$ cat src/rtl/pgc_defines.svh
/*
 * Command codes, field positions, reset values and limits of the phase
 * placement and current gain trim commands.
 * Assumes it is included by bare name by the files that need it.
 */
`ifndef PGC_DEFINES_SVH
`define PGC_DEFINES_SVH

// ****************************************************************
// command codes
// ****************************************************************
`define PGC_CODE_PHASE      8'h37
`define PGC_CODE_GAIN       8'h38

// ****************************************************************
// phase placement layout
// ****************************************************************
`define PGC_PH_TOP_HI       15
`define PGC_PH_TOP_LO       12
`define PGC_PH_GRP_HI       11
`define PGC_PH_GRP_LO       8
`define PGC_PH_NUM_HI       7
`define PGC_PH_NUM_LO       4
`define PGC_PH_ORD_HI       3
`define PGC_PH_ORD_LO       0
`define PGC_PH_NUM_MIN      4'h1
`define PGC_PH_NUM_MAX      4'h4
`define PGC_PH_RESET        16'h0010

// ****************************************************************
// gain trim layout and limits
// ****************************************************************
`define PGC_GN_EXP_HI       15
`define PGC_GN_EXP_LO       11
`define PGC_GN_MAN_HI       10
`define PGC_GN_MAN_LO       0
`define PGC_GN_EXP_RESET    5'h19
`define PGC_GN_MAN_ONE      11'h080
`define PGC_GN_EXP_64TH     5'h1a
`define PGC_GN_Q_MAX        32'h0000_007f
`define PGC_GN_Q_HALF       32'h0000_0200
`define PGC_GN_Q_SHIFT      10
`define PGC_GN_FIX_FRAC     5'h10
`define PGC_GN_FIX_LIMIT    32'h0004_0000

`endif

$ cat src/rtl/pgc_pkg.sv
/*
 * Types shared by the phase placement and gain trim command logic.
 * Assumes nothing of its surroundings.
 */
package pgc_pkg;

	// ****************************************************************
	// types
	// ****************************************************************
	typedef logic [15:0] pgc_word_t;
	typedef logic [31:0] pgc_fix_t;

	// power-on load, command restore load, normal running
	typedef enum logic [1:0] {
		PGC_ST_POR,
		PGC_ST_LOAD,
		PGC_ST_RUN
	} pgc_state_e;

endpackage : pgc_pkg

$ cat src/rtl/pgc_sync2.sv
/*
 * Two flip-flop synchroniser for one level from outside the clock domain.
 * Assumes the input is a slow level such as a shared sync pulse train.
 */
`timescale 1ns/100ps

module pgc_sync2 #(
	parameter logic RESET_VAL = 1'b0
) (
	input  wire logic clk_i,
	input  wire logic rst_b_i,
	input  wire logic async_i,
	output logic      sync_o
);

	logic meta_r;

	// ****************************************************************
	// two stages; only the second stage reads the first
	// ****************************************************************
	always_ff @(posedge clk_i) begin
		if (!rst_b_i) begin
			meta_r <= RESET_VAL;
			sync_o <= RESET_VAL;
		end else begin
			meta_r <= async_i;
			sync_o <= meta_r;
		end
	end

endmodule : pgc_sync2

$ cat src/rtl/pgc_cmds.sv
/*
 * Phase placement and output current gain trim command registers, with the
 * oscillator phase delay, gain applied telemetry and overcurrent compare.
 * Assumes a command decoder on the same clock presents one word access per
 * strobe, and that stacking configuration and stored values arrive on the
 * same clock; only the sync pin is asynchronous.
 */
// How it works
// - phase command: word write and word read
// - top four phase bits read as zero
// - group number 0..15, loaded from storage
// - group size 1..4 sets positions and step
// - order below group size, adds cycle/size
// - delay equals period times order over size
// - delay sits between sync and oscillator
// - phase command read-only in a stack
// - writability fixed at power-on stacking
// - storage or default init, live updates
// - gain trim: five-bit exponent, eleven-bit mantissa
// - telemetry equals sensed current times gain
// - gain change rescales overcurrent limits
// - bad gain write flagged, host notified
// - full resolution gain accepted in operation
// - restore rounds gain to 1/64, cap
`timescale 1ns/100ps
`include "pgc_defines.svh"

module pgc_cmds #(
	parameter int CNT_W = 16
) (
	input  wire logic             CLK_I,
	input  wire logic             RST_B_I,
	input  wire logic             CMD_VALID_I,
	input  wire logic             CMD_WRITE_I,
	input  wire logic [7:0]       CMD_CODE_I,
	input  wire pgc_pkg::pgc_word_t CMD_WDATA_I,
	output logic                  CMD_ACK_O,
	output pgc_pkg::pgc_word_t    CMD_RDATA_O,
	input  wire logic             CLEAR_FAULTS_I,
	output logic                  DATA_ERR_O,
	output logic                  ALERT_B_O,
	input  wire logic             NVM_RESTORE_I,
	input  wire pgc_pkg::pgc_word_t NVM_PHASE_I,
	input  wire pgc_pkg::pgc_word_t NVM_GAIN_I,
	input  wire logic             STACK_MULTI_I,
	output logic                  PHASE_WRITABLE_O,
	input  wire logic             SYNC_I,
	output logic                  OSC_START_O,
	input  wire logic [15:0]      SENSE_I,
	input  wire logic [15:0]      OC_FAULT_LIM_I,
	input  wire logic [15:0]      OC_WARN_LIM_I,
	output logic [15:0]           IOUT_O,
	output logic                  OC_FAULT_O,
	output logic                  OC_WARN_O
);
	import pgc_pkg::*;

	// ****************************************************************
	// state
	// ****************************************************************
	pgc_state_e       state_r;
	pgc_state_e       state_nxt;
	pgc_word_t        phase_r;
	pgc_word_t        phase_nxt;
	pgc_word_t        gain_r;
	pgc_word_t        gain_nxt;
	logic             lock_r;
	logic             err_r;
	logic             err_nxt;
	logic [CNT_W-1:0] cnt_r;
	logic [CNT_W-1:0] period_r;
	logic             fired_r;
	logic             sync_s;
	logic             sync_d_r;

	// ****************************************************************
	// gain conversion to unsigned 16.16 fixed point
	// ****************************************************************
	function automatic pgc_fix_t gain_fix(input pgc_word_t w);
		logic [4:0] sh;
		sh = w[`PGC_GN_EXP_HI:`PGC_GN_EXP_LO] + `PGC_GN_FIX_FRAC;
		gain_fix = pgc_fix_t'(w[`PGC_GN_MAN_HI:`PGC_GN_MAN_LO]) << sh;
	endfunction : gain_fix

	// positive mantissa, exponent -16..0, value below four
	function automatic logic gain_ok(input pgc_word_t w);
		logic [4:0] e;
		e = w[`PGC_GN_EXP_HI:`PGC_GN_EXP_LO];
		gain_ok = !w[`PGC_GN_MAN_HI] && (w[`PGC_GN_MAN_HI:`PGC_GN_MAN_LO] != 11'h000)
			&& (e[4] || e == 5'h00) && (gain_fix(w) < `PGC_GN_FIX_LIMIT);
	endfunction : gain_ok

	function automatic logic phase_ok(input pgc_word_t w);
		logic [3:0] n;
		n = w[`PGC_PH_NUM_HI:`PGC_PH_NUM_LO];
		phase_ok = (n >= `PGC_PH_NUM_MIN) && (n <= `PGC_PH_NUM_MAX)
			&& (w[`PGC_PH_ORD_HI:`PGC_PH_ORD_LO] < n);
	endfunction : phase_ok

	// ****************************************************************
	// command decode
	// ****************************************************************
	wire       wr_phase   = CMD_VALID_I && CMD_WRITE_I && (CMD_CODE_I == `PGC_CODE_PHASE);
	wire       wr_gain    = CMD_VALID_I && CMD_WRITE_I && (CMD_CODE_I == `PGC_CODE_GAIN);
	wire       rd_phase   = CMD_VALID_I && !CMD_WRITE_I && (CMD_CODE_I == `PGC_CODE_PHASE);
	wire       rd_gain    = CMD_VALID_I && !CMD_WRITE_I && (CMD_CODE_I == `PGC_CODE_GAIN);
	wire       hit        = wr_phase || wr_gain || rd_phase || rd_gain;
	wire       phase_good = phase_ok(CMD_WDATA_I);
	wire       gain_good  = gain_ok(CMD_WDATA_I);
	wire       take_phase = wr_phase && !lock_r && phase_good;
	wire       take_gain  = wr_gain && gain_good;
	wire       bad_write  = (wr_phase && !take_phase) || (wr_gain && !gain_good);
	wire       loading    = (state_r != PGC_ST_RUN);

	// top nibble forced to zero on read
	wire pgc_word_t rd_mux = rd_phase ? {4'h0, phase_r[`PGC_PH_GRP_HI:0]} :
		(rd_gain ? gain_r : 16'h0000);

	// ****************************************************************
	// stored value restore: phase validated, gain rounded to 1/64
	// ****************************************************************
	wire pgc_fix_t nvm_fix  = gain_fix(NVM_GAIN_I);
	wire pgc_fix_t nvm_q_rd = (nvm_fix + `PGC_GN_Q_HALF) >> `PGC_GN_Q_SHIFT;
	wire pgc_fix_t nvm_q    = (nvm_q_rd > `PGC_GN_Q_MAX) ? `PGC_GN_Q_MAX : nvm_q_rd;
	wire pgc_word_t nvm_gain = gain_ok(NVM_GAIN_I) ?
		{`PGC_GN_EXP_64TH, nvm_q[10:0]} : {`PGC_GN_EXP_RESET, `PGC_GN_MAN_ONE};
	wire pgc_word_t nvm_phase = phase_ok(NVM_PHASE_I) ?
		{4'h0, NVM_PHASE_I[`PGC_PH_GRP_HI:0]} : `PGC_PH_RESET;

	// ****************************************************************
	// next state of registers; a load overrides a write in its cycle
	// ****************************************************************
	always_comb begin
		state_nxt = state_r;
		phase_nxt = phase_r;
		gain_nxt  = gain_r;
		case (state_r)
			PGC_ST_POR, PGC_ST_LOAD: begin
				phase_nxt = nvm_phase;
				gain_nxt  = nvm_gain;
				state_nxt = PGC_ST_RUN;
			end
			PGC_ST_RUN: begin
				if (NVM_RESTORE_I) begin
					state_nxt = PGC_ST_LOAD;
				end
				if (take_phase) begin
					phase_nxt = {4'h0, CMD_WDATA_I[`PGC_PH_GRP_HI:0]};
				end
				if (take_gain) begin
					gain_nxt = CMD_WDATA_I;
				end
			end
			default: begin
				state_nxt = PGC_ST_POR;
			end
		endcase
	end

	// sticky invalid-data flag; a new event beats a clear
	always_comb begin
		err_nxt = err_r;
		if (CLEAR_FAULTS_I) begin
			err_nxt = 1'b0;
		end
		if (bad_write) begin
			err_nxt = 1'b1;
		end
	end

	// ****************************************************************
	// register bank and bus answer
	// ****************************************************************
	always_ff @(posedge CLK_I) begin
		if (!RST_B_I) begin
			state_r     <= PGC_ST_POR;
			phase_r     <= `PGC_PH_RESET;
			gain_r      <= {`PGC_GN_EXP_RESET, `PGC_GN_MAN_ONE};
			err_r       <= 1'b0;
			ALERT_B_O   <= 1'b1;
			CMD_ACK_O   <= 1'b0;
			CMD_RDATA_O <= 16'h0000;
		end else begin
			state_r     <= state_nxt;
			phase_r     <= phase_nxt;
			gain_r      <= gain_nxt;
			err_r       <= err_nxt;
			ALERT_B_O   <= !err_nxt;
			CMD_ACK_O   <= hit;
			CMD_RDATA_O <= rd_mux;
		end
	end

	// stacking sampled once, in the first cycle after power-on reset
	// the writable pin is its own flop, loaded beside the lock
	always_ff @(posedge CLK_I) begin
		if (!RST_B_I) begin
			lock_r           <= 1'b1;
			PHASE_WRITABLE_O <= 1'b0;
		end else if (state_r == PGC_ST_POR) begin
			lock_r           <= STACK_MULTI_I;
			PHASE_WRITABLE_O <= !STACK_MULTI_I;
		end
	end

	// ****************************************************************
	// status outputs
	// ****************************************************************
	assign DATA_ERR_O = err_r;

	// ****************************************************************
	// sync pin, period measure and phase delayed oscillator start
	// ****************************************************************
	pgc_sync2 #(
		.RESET_VAL (1'b1)
	) u_sync (
		.clk_i   (CLK_I),
		.rst_b_i (RST_B_I),
		.async_i (SYNC_I),
		.sync_o  (sync_s)
	);

	wire                   sync_rise = sync_s && !sync_d_r;
	wire [3:0]             num_w     = phase_r[`PGC_PH_NUM_HI:`PGC_PH_NUM_LO];
	wire [3:0]             ord_w     = phase_r[`PGC_PH_ORD_HI:`PGC_PH_ORD_LO];
	wire [CNT_W+3:0]       elapsed   = cnt_r * num_w;
	wire [CNT_W+3:0]       target    = period_r * ord_w;
	wire                   fire      = !fired_r && (elapsed >= target);
	wire [CNT_W-1:0]       cnt_inc   = (cnt_r == {CNT_W{1'b1}}) ? cnt_r : cnt_r + 1'b1;

	// counter restarts on each sync rising edge; the edge detector resets
	// high with the synchroniser, so a pin already high at release is no edge
	always_ff @(posedge CLK_I) begin
		if (!RST_B_I) begin
			sync_d_r    <= 1'b1;
			cnt_r       <= '0;
			period_r    <= '0;
			fired_r     <= 1'b1;
			OSC_START_O <= 1'b0;
		end else begin
			sync_d_r    <= sync_s;
			cnt_r       <= sync_rise ? '0 : cnt_inc;
			period_r    <= sync_rise ? cnt_inc : period_r;
			fired_r     <= sync_rise ? 1'b0 : (fired_r || fire);
			OSC_START_O <= fire && !sync_rise;
		end
	end

	// ****************************************************************
	// gain applied telemetry and overcurrent compare
	// ****************************************************************
	wire pgc_fix_t    gfix   = gain_fix(gain_r);
	wire [47:0]       prod   = SENSE_I * gfix;
	wire [15:0]       iout_w = (prod[47:32] != 16'h0000) ? 16'hffff : prod[31:16];

	// comparing gained current against limits rescales the raw limits
	always_ff @(posedge CLK_I) begin
		if (!RST_B_I) begin
			IOUT_O     <= 16'h0000;
			OC_FAULT_O <= 1'b0;
			OC_WARN_O  <= 1'b0;
		end else begin
			IOUT_O     <= iout_w;
			OC_FAULT_O <= (iout_w >= OC_FAULT_LIM_I);
			OC_WARN_O  <= (iout_w >= OC_WARN_LIM_I);
		end
	end
endmodule : pgc_cmds

$ cat config.mk
export PLATFORM = sky130hd
export DESIGN_NAME = pgc_cmds
export DESIGN_NICKNAME = d
export VERILOG_FILES = /design/src/rtl/pgc_pkg.sv /design/src/rtl/pgc_sync2.sv /design/src/rtl/pgc_cmds.sv
export VERILOG_INCLUDE_DIRS = /design/src /design/src/rtl
export SDC_FILE = /design/constraint.sdc
export NUM_CORES = 2
export LEC_CHECK = 0
export BUFFER_PORTS_ARGS = -buffer_cell sky130_fd_sc_hd__buf_2
export CAP_MARGIN = 20
export CORE_ASPECT_RATIO = 1.1
export CORE_MARGIN = 4
export CORE_UTILIZATION = 40
export DETAILED_ROUTE_END_ITERATION = 8
export PLACE_DENSITY_LB_ADDON = 0.1
export SYNTH_ARGS = -nofsm -noshare
export SYNTH_HDL_FRONTEND = slang
export SYNTH_HIERARCHICAL = 1
export SYNTH_SLANG_ARGS = --single-unit
$ cat constraint.sdc
create_clock -name CLK_I -period 12.6 [get_ports CLK_I]
set_input_delay 1.26 -clock CLK_I [delete_from_list [all_inputs] [get_ports CLK_I]]
set_output_delay 1.26 -clock CLK_I [all_outputs]
set_load 0.05 [all_outputs]
* Yosys cells after proc, flatten, opt, wreduce, memory -nomap -nowiden
Index checks and enable logic that the tools add are counted. Widths: inputs -> output; s select.
Word-level totals: flip-flop bits (word level) 106, output and inout port bits 39, word-level logic and storage cells 123
Cells by class: $add $sub $neg 5, multipliers 3, magnitude comparators 12, equality and inequality tests 8, shifts and indexed selects 3, muxes and demuxes 16, bitwise operators 2, reduce and logical (&&, ||, !) cells 54
Operators with widths (count):
- $shl 11x5->32 | 3
- $lt 32x19->1 const B | 2
- $mul 16x32->48 | 1
- $mux 12 | 4
- $mux 16 | 3
- $mul 16x4->20 | 2
- $add 32x10->32 const B | 1
- $ge 16x16->1 | 2
- $pmux 16 s2 | 1
- $logic_and 1x1->1 | 24
- $pmux 12 s2 | 1
- $gt 22x7->1 const B | 1
- $reduce_bool 11->1 | 2
- $ge 20x20->1 | 1
- $add 16x1->16 const B | 1
- $eq 16x16->1 const B | 1
- $eq 8x6->1 const B | 2
- $reduce_bool 16->1 | 1
- $add 5x5->5 const B | 3
- $mux 13 | 1
- $logic_not 1->1 | 11
- $mux 11 | 1
- $logic_not 5->1 | 2
- $ge 4x1->1 const B | 2
- other kinds (15) | 30

* Longest topological paths before layout
word-level depth 9, gate-level depth with buffers 48, gate-level depth less buffers 44

* Cells and area by module
The synthesis kept the hierarchy.
By module, submodules not included:
- pgc_cmds | instances 1, cells each 3248, area an instance 27032.2 µm²
- pgc_sync2 | instances 1, cells each 4, area an instance 52.6 µm²

* Worst setup path before layout
Ideal clock, no wire load.
path type register -> register, start point reg gain_r[12], end point reg OC_FAULT_O, data arrival time 9.751 ns, slack 2.717 ns, stages on the path, launching flop included 44, path buffers 3, period minus slack after synthesis 9.883 ns, path through dfxtp_1 -> buf_6 -> clkbuf_1 -> mux2i_1 -> nand2_1 -> o21ai_0 -> o21ai_0 -> nor2_1 -> a211oi_1 -> clkbuf_1 -> nand2_1 -> fa_1 -> fa_1 -> fa_1 -> fa_1 -> inv_1 -> fa_1 -> inv_1 -> (+8 left out) -> xnor2_1 -> o211ai_1 -> and4bb_2 -> nand4_2 -> nor3_4 -> and3_1 -> ha_1 -> nand2b_1 -> a21o_1 -> a21o_1 -> a21o_1 -> a21o_1 -> a21o_1 -> a21o_1 -> a21o_1 -> a21oi_1 -> o211a_1 -> nor3_1
On the way: cells in the longest elaborated chain, start to end 6
RTL lines:
- start: declaration | RTL line pgc_cmds.sv:65 | pgc_word_t gain_r;
- start signal: assignment | RTL line pgc_cmds.sv:178 | gain_r <= {`PGC_GN_EXP_RESET, `PGC_GN_MAN_ONE};
- start signal: assignment | RTL line pgc_cmds.sv:186 | gain_r <= gain_nxt;
- $add 5x5->5 (no source line) (*)
- $shl 11x5->32 (*) | RTL line pgc_cmds.sv:82 | gain_fix = pgc_fix_t'(w[`PGC_GN_MAN_HI:`PGC_GN_MAN_LO]) << sh;
- $mul 16x32->48 (*) | RTL line pgc_cmds.sv:253 | wire [47:0] prod = SENSE_I * gfix;
- $reduce_bool 16->1 | RTL line pgc_cmds.sv:254 | wire [15:0] iout_w = (prod[47:32] != 16'h0000) ? 16'hffff : prod[31:16];
- $mux 16 (*) | RTL line pgc_cmds.sv:254
- $ge 16x16->1 (*) | RTL line pgc_cmds.sv:264 | OC_FAULT_O <= (iout_w >= OC_FAULT_LIM_I);
- end signal: assignment | RTL line pgc_cmds.sv:264
- end: declaration | RTL line pgc_cmds.sv:53 | output logic OC_FAULT_O,
Every way passes the cells marked *; elsewhere a longest branch is shown, timed or not. A chain may end at the register's enable or synchronous reset.

* Final worst setup path
start point reg gain_r[11], end point reg OC_FAULT_O
Same word-level chain as after synthesis.

==> flow_summary.ini <==
[run_status]
outcome = completed

[timing]
max_freq_ghz = 0.0885
worst_slack_ps = 1300
finalSetupTns_ps = 0
drv_slew = 0
skew_ps = 9.14
min_period_ps = 11300
rsz0062_at_grt = false
max_slew_margin_pct = 25.6
hold_viol = 0
setup_viol = 0
worstMarginPinSlew_ps = 1120
timing.hold.ws_ps = 416
timing.final.crit_share_pct = 89.7

[pwr]
ir_drop_mv = 0.0992
leakagePower_nw = 14.1
power_density_nw_per_um2 = 114

[route]
num_vias = 22400
drtAntennaViolNets = 0
drt_iter0_markers = 1196
wl_per_cell_um = 19.4
wirelength_mm = 80.6
drc_errors = 0
via_per_inst = 5.39
dr.pass1.iters = 5

[global_routing]
grt_usage_pct = 22.6
grt_antenna_before_repair = 2
grt_pass1_vias = 24000
grt_pass1_wl_mm = 132
grt.overflow.total = 0
grt_max_degree = 55

[logic_synthesis]
synthFlopType = dfxtp_1
synth_edf_count = 0
ys_seq_elements = 106
yosysSeqAreaShare_pct = 7.83
synth.net_count = 4062
ys_types = 87
synthCells = 3252
async_flop_share_pct = 0
syn_avg_cell_area_sq_um = 8.33
yosysWarnings = 6
synth_area_sq_um = 27100

[critical_path]
critical-path-slowest-cell = o22ai_2
path_delay_family = adder cells
crit_path_max_incr_delay_ps = 920
crit_type = register to register
crit_path_start_kind = register
cp_max_fo = 16
worst-path-buf-inv = 4
worstPathRequired_ps = 12830
worstPathArrival_ps = 11520
worst_path_most_repeated_cell = a21o_1
end_kind = register

[placed_design]
pre_cts_slack_ps = 1380
post-dp-hpwl_mm = 63.9
placed_area_sq_um = 28600
gp_congestion = 0.922
port_buffers = 146

[die]
die_area_sq_um = 71900
dieHeight_um = 281
die_w_um = 256
start_util_pct = 40.6
row_count = 99
core_area_sq_um = 66800
io_pins = 151

[layout]
final_cell_mix = 566 x inv_1, 473 x fa_1, 469 x nand2_1, 280 x and2_1, 225 x ha_1
final_common_cell = inv_1
stdcell_area_sq_um = 28800
final_util_pct = 43.2
syn_to_final_growth_pct = 6.48
drive_gt1_share_pct = 8.16
fin_nets = 4090

[cts]
clk_latency_ps = 370
clock-root-buffer = clkbuf_16
clock-sinks = 106
cts_buffers = 9
cts_tree = built
cts_hold_buffers = 0
clk_pin_slew_ps = 70
h-tree-depth = 3
cts_setup_buffers = 0
cts_resized = 0
clk_path_buf_depth = 2

[worst_hold_path]
hp-class = register to register

[flow_run]
max-cap-violations = 0
## per-stage QoR
| step | total power [mW] | cells |
|---|---|---|
| 2_1_floorplan | 2.15 | 3252 |
| 3_3_place_gp | 2.97 | 4127 |
| 3_5_place_dp | 2.98 | 4127 |
| 4_1_cts | 3.30 | 4143 |
| 5_1_grt | 3.62 | 4143 |
| 6_report | 3.29 | 4144 |
## worst reg2reg max path: cells and delay by family (launching register included)
| kind | cells | cell delay (ps) |
|---|---|---|
| DFF | 1 | 700 |
| buffers and inverters | 4 | 610 |
| adders and majority gates | 8 | 3780 |
| and+or+nand+nor | 12 | 2580 |
| AOI/OAI and AO/OA | 15 | 3240 |
| muxes | 1 | 280 |
## kinds of logic (layout without fill, tap and decap cells)
family	after synthesis	in the layout	share of synthesized area, %
AO/OA/AOI/OAI	456	456	11.2
flip-flops	106	106	7.83
adder cells (fa/ha/maj)	698	698	45.4
other	0	1	0
XOR/XNOR	65	65	2.10
multiplexers	56	56	2.55
buffers and inverters	743	776	10.6
AND/OR/NAND/NOR	1128	1128	20.4
## state kept, by name, indices dropped and copies added, names as in the netlist, 2 cells and up
register / count
CMD_RDATA_O: 16
IOUT_O: 16
cnt_r: 16
gain_r: 16
period_r: 16
phase_r: 12
state_r: 2
## worst paths after layout
| check | startpoint | to | slack (ps) | depth (start not counted) |
|---|---|---|---|---|
| max | gain_r[11] | OC_FAULT_O | 1300 | 40 |
| min | u_sync/meta_r | u_sync/sync_o | 420 | 1 |
| min reg2reg | u_sync/meta_r | u_sync/sync_o | 420 | 1 |
| max reg2reg | gain_r[11] | OC_FAULT_O | 1300 | 40 |
## synthesized netlist by cell type (all sizes together), types with 24 or more instances
cell type,number,area share [%]
a211oi,26,0.72
fa,473,35
clkbuf,151,2.1
nor2,130,1.8
ha,225,10
a21o,67,1.9
nand2,469,6.5
and2,280,6.5
o21ai,101,1.9
a31oi,29,0.67
nand3,48,0.89
nand2b,24,0.55
dfxtp,106,7.8
inv,570,7.9
and3,52,1.2
nor3,34,0.69
xnor2,42,1.4
mux2i,36,1.3
a21oi,104,2.0
## metal layers
metal	part of all wire (%)	wire length [um]	global-route usage [%]	vias up
li1	-	-	-	10300
met1	46	36800	31.2	11300
met2	48	38300	38.5	581
met3	4.3	3470	2.37	119
met4	2.4	1950	5.36	2
met5	0.0087	7	0	-
## report_power, final
part	internal (mW)	switching [mW]	leakage (nW)
clock	0.137	0.139	0.135
combinational	0.936	1.67	13.1
sequential	0.374	0.0351	0.866
total	1.45	1.85	14.1
## final cells by class
cell class	instances	area, sq um
inverter	573	2150
multi-input combinational	2403	22200
fill	6725	37900
tap	858	1070
clock buffer	10	229
clock inverter	6	50.0
timing repair buffer	187	1040
antenna	1	2.50
sequential	106	2120
Note: power is estimated with default switching activity, not from simulation.
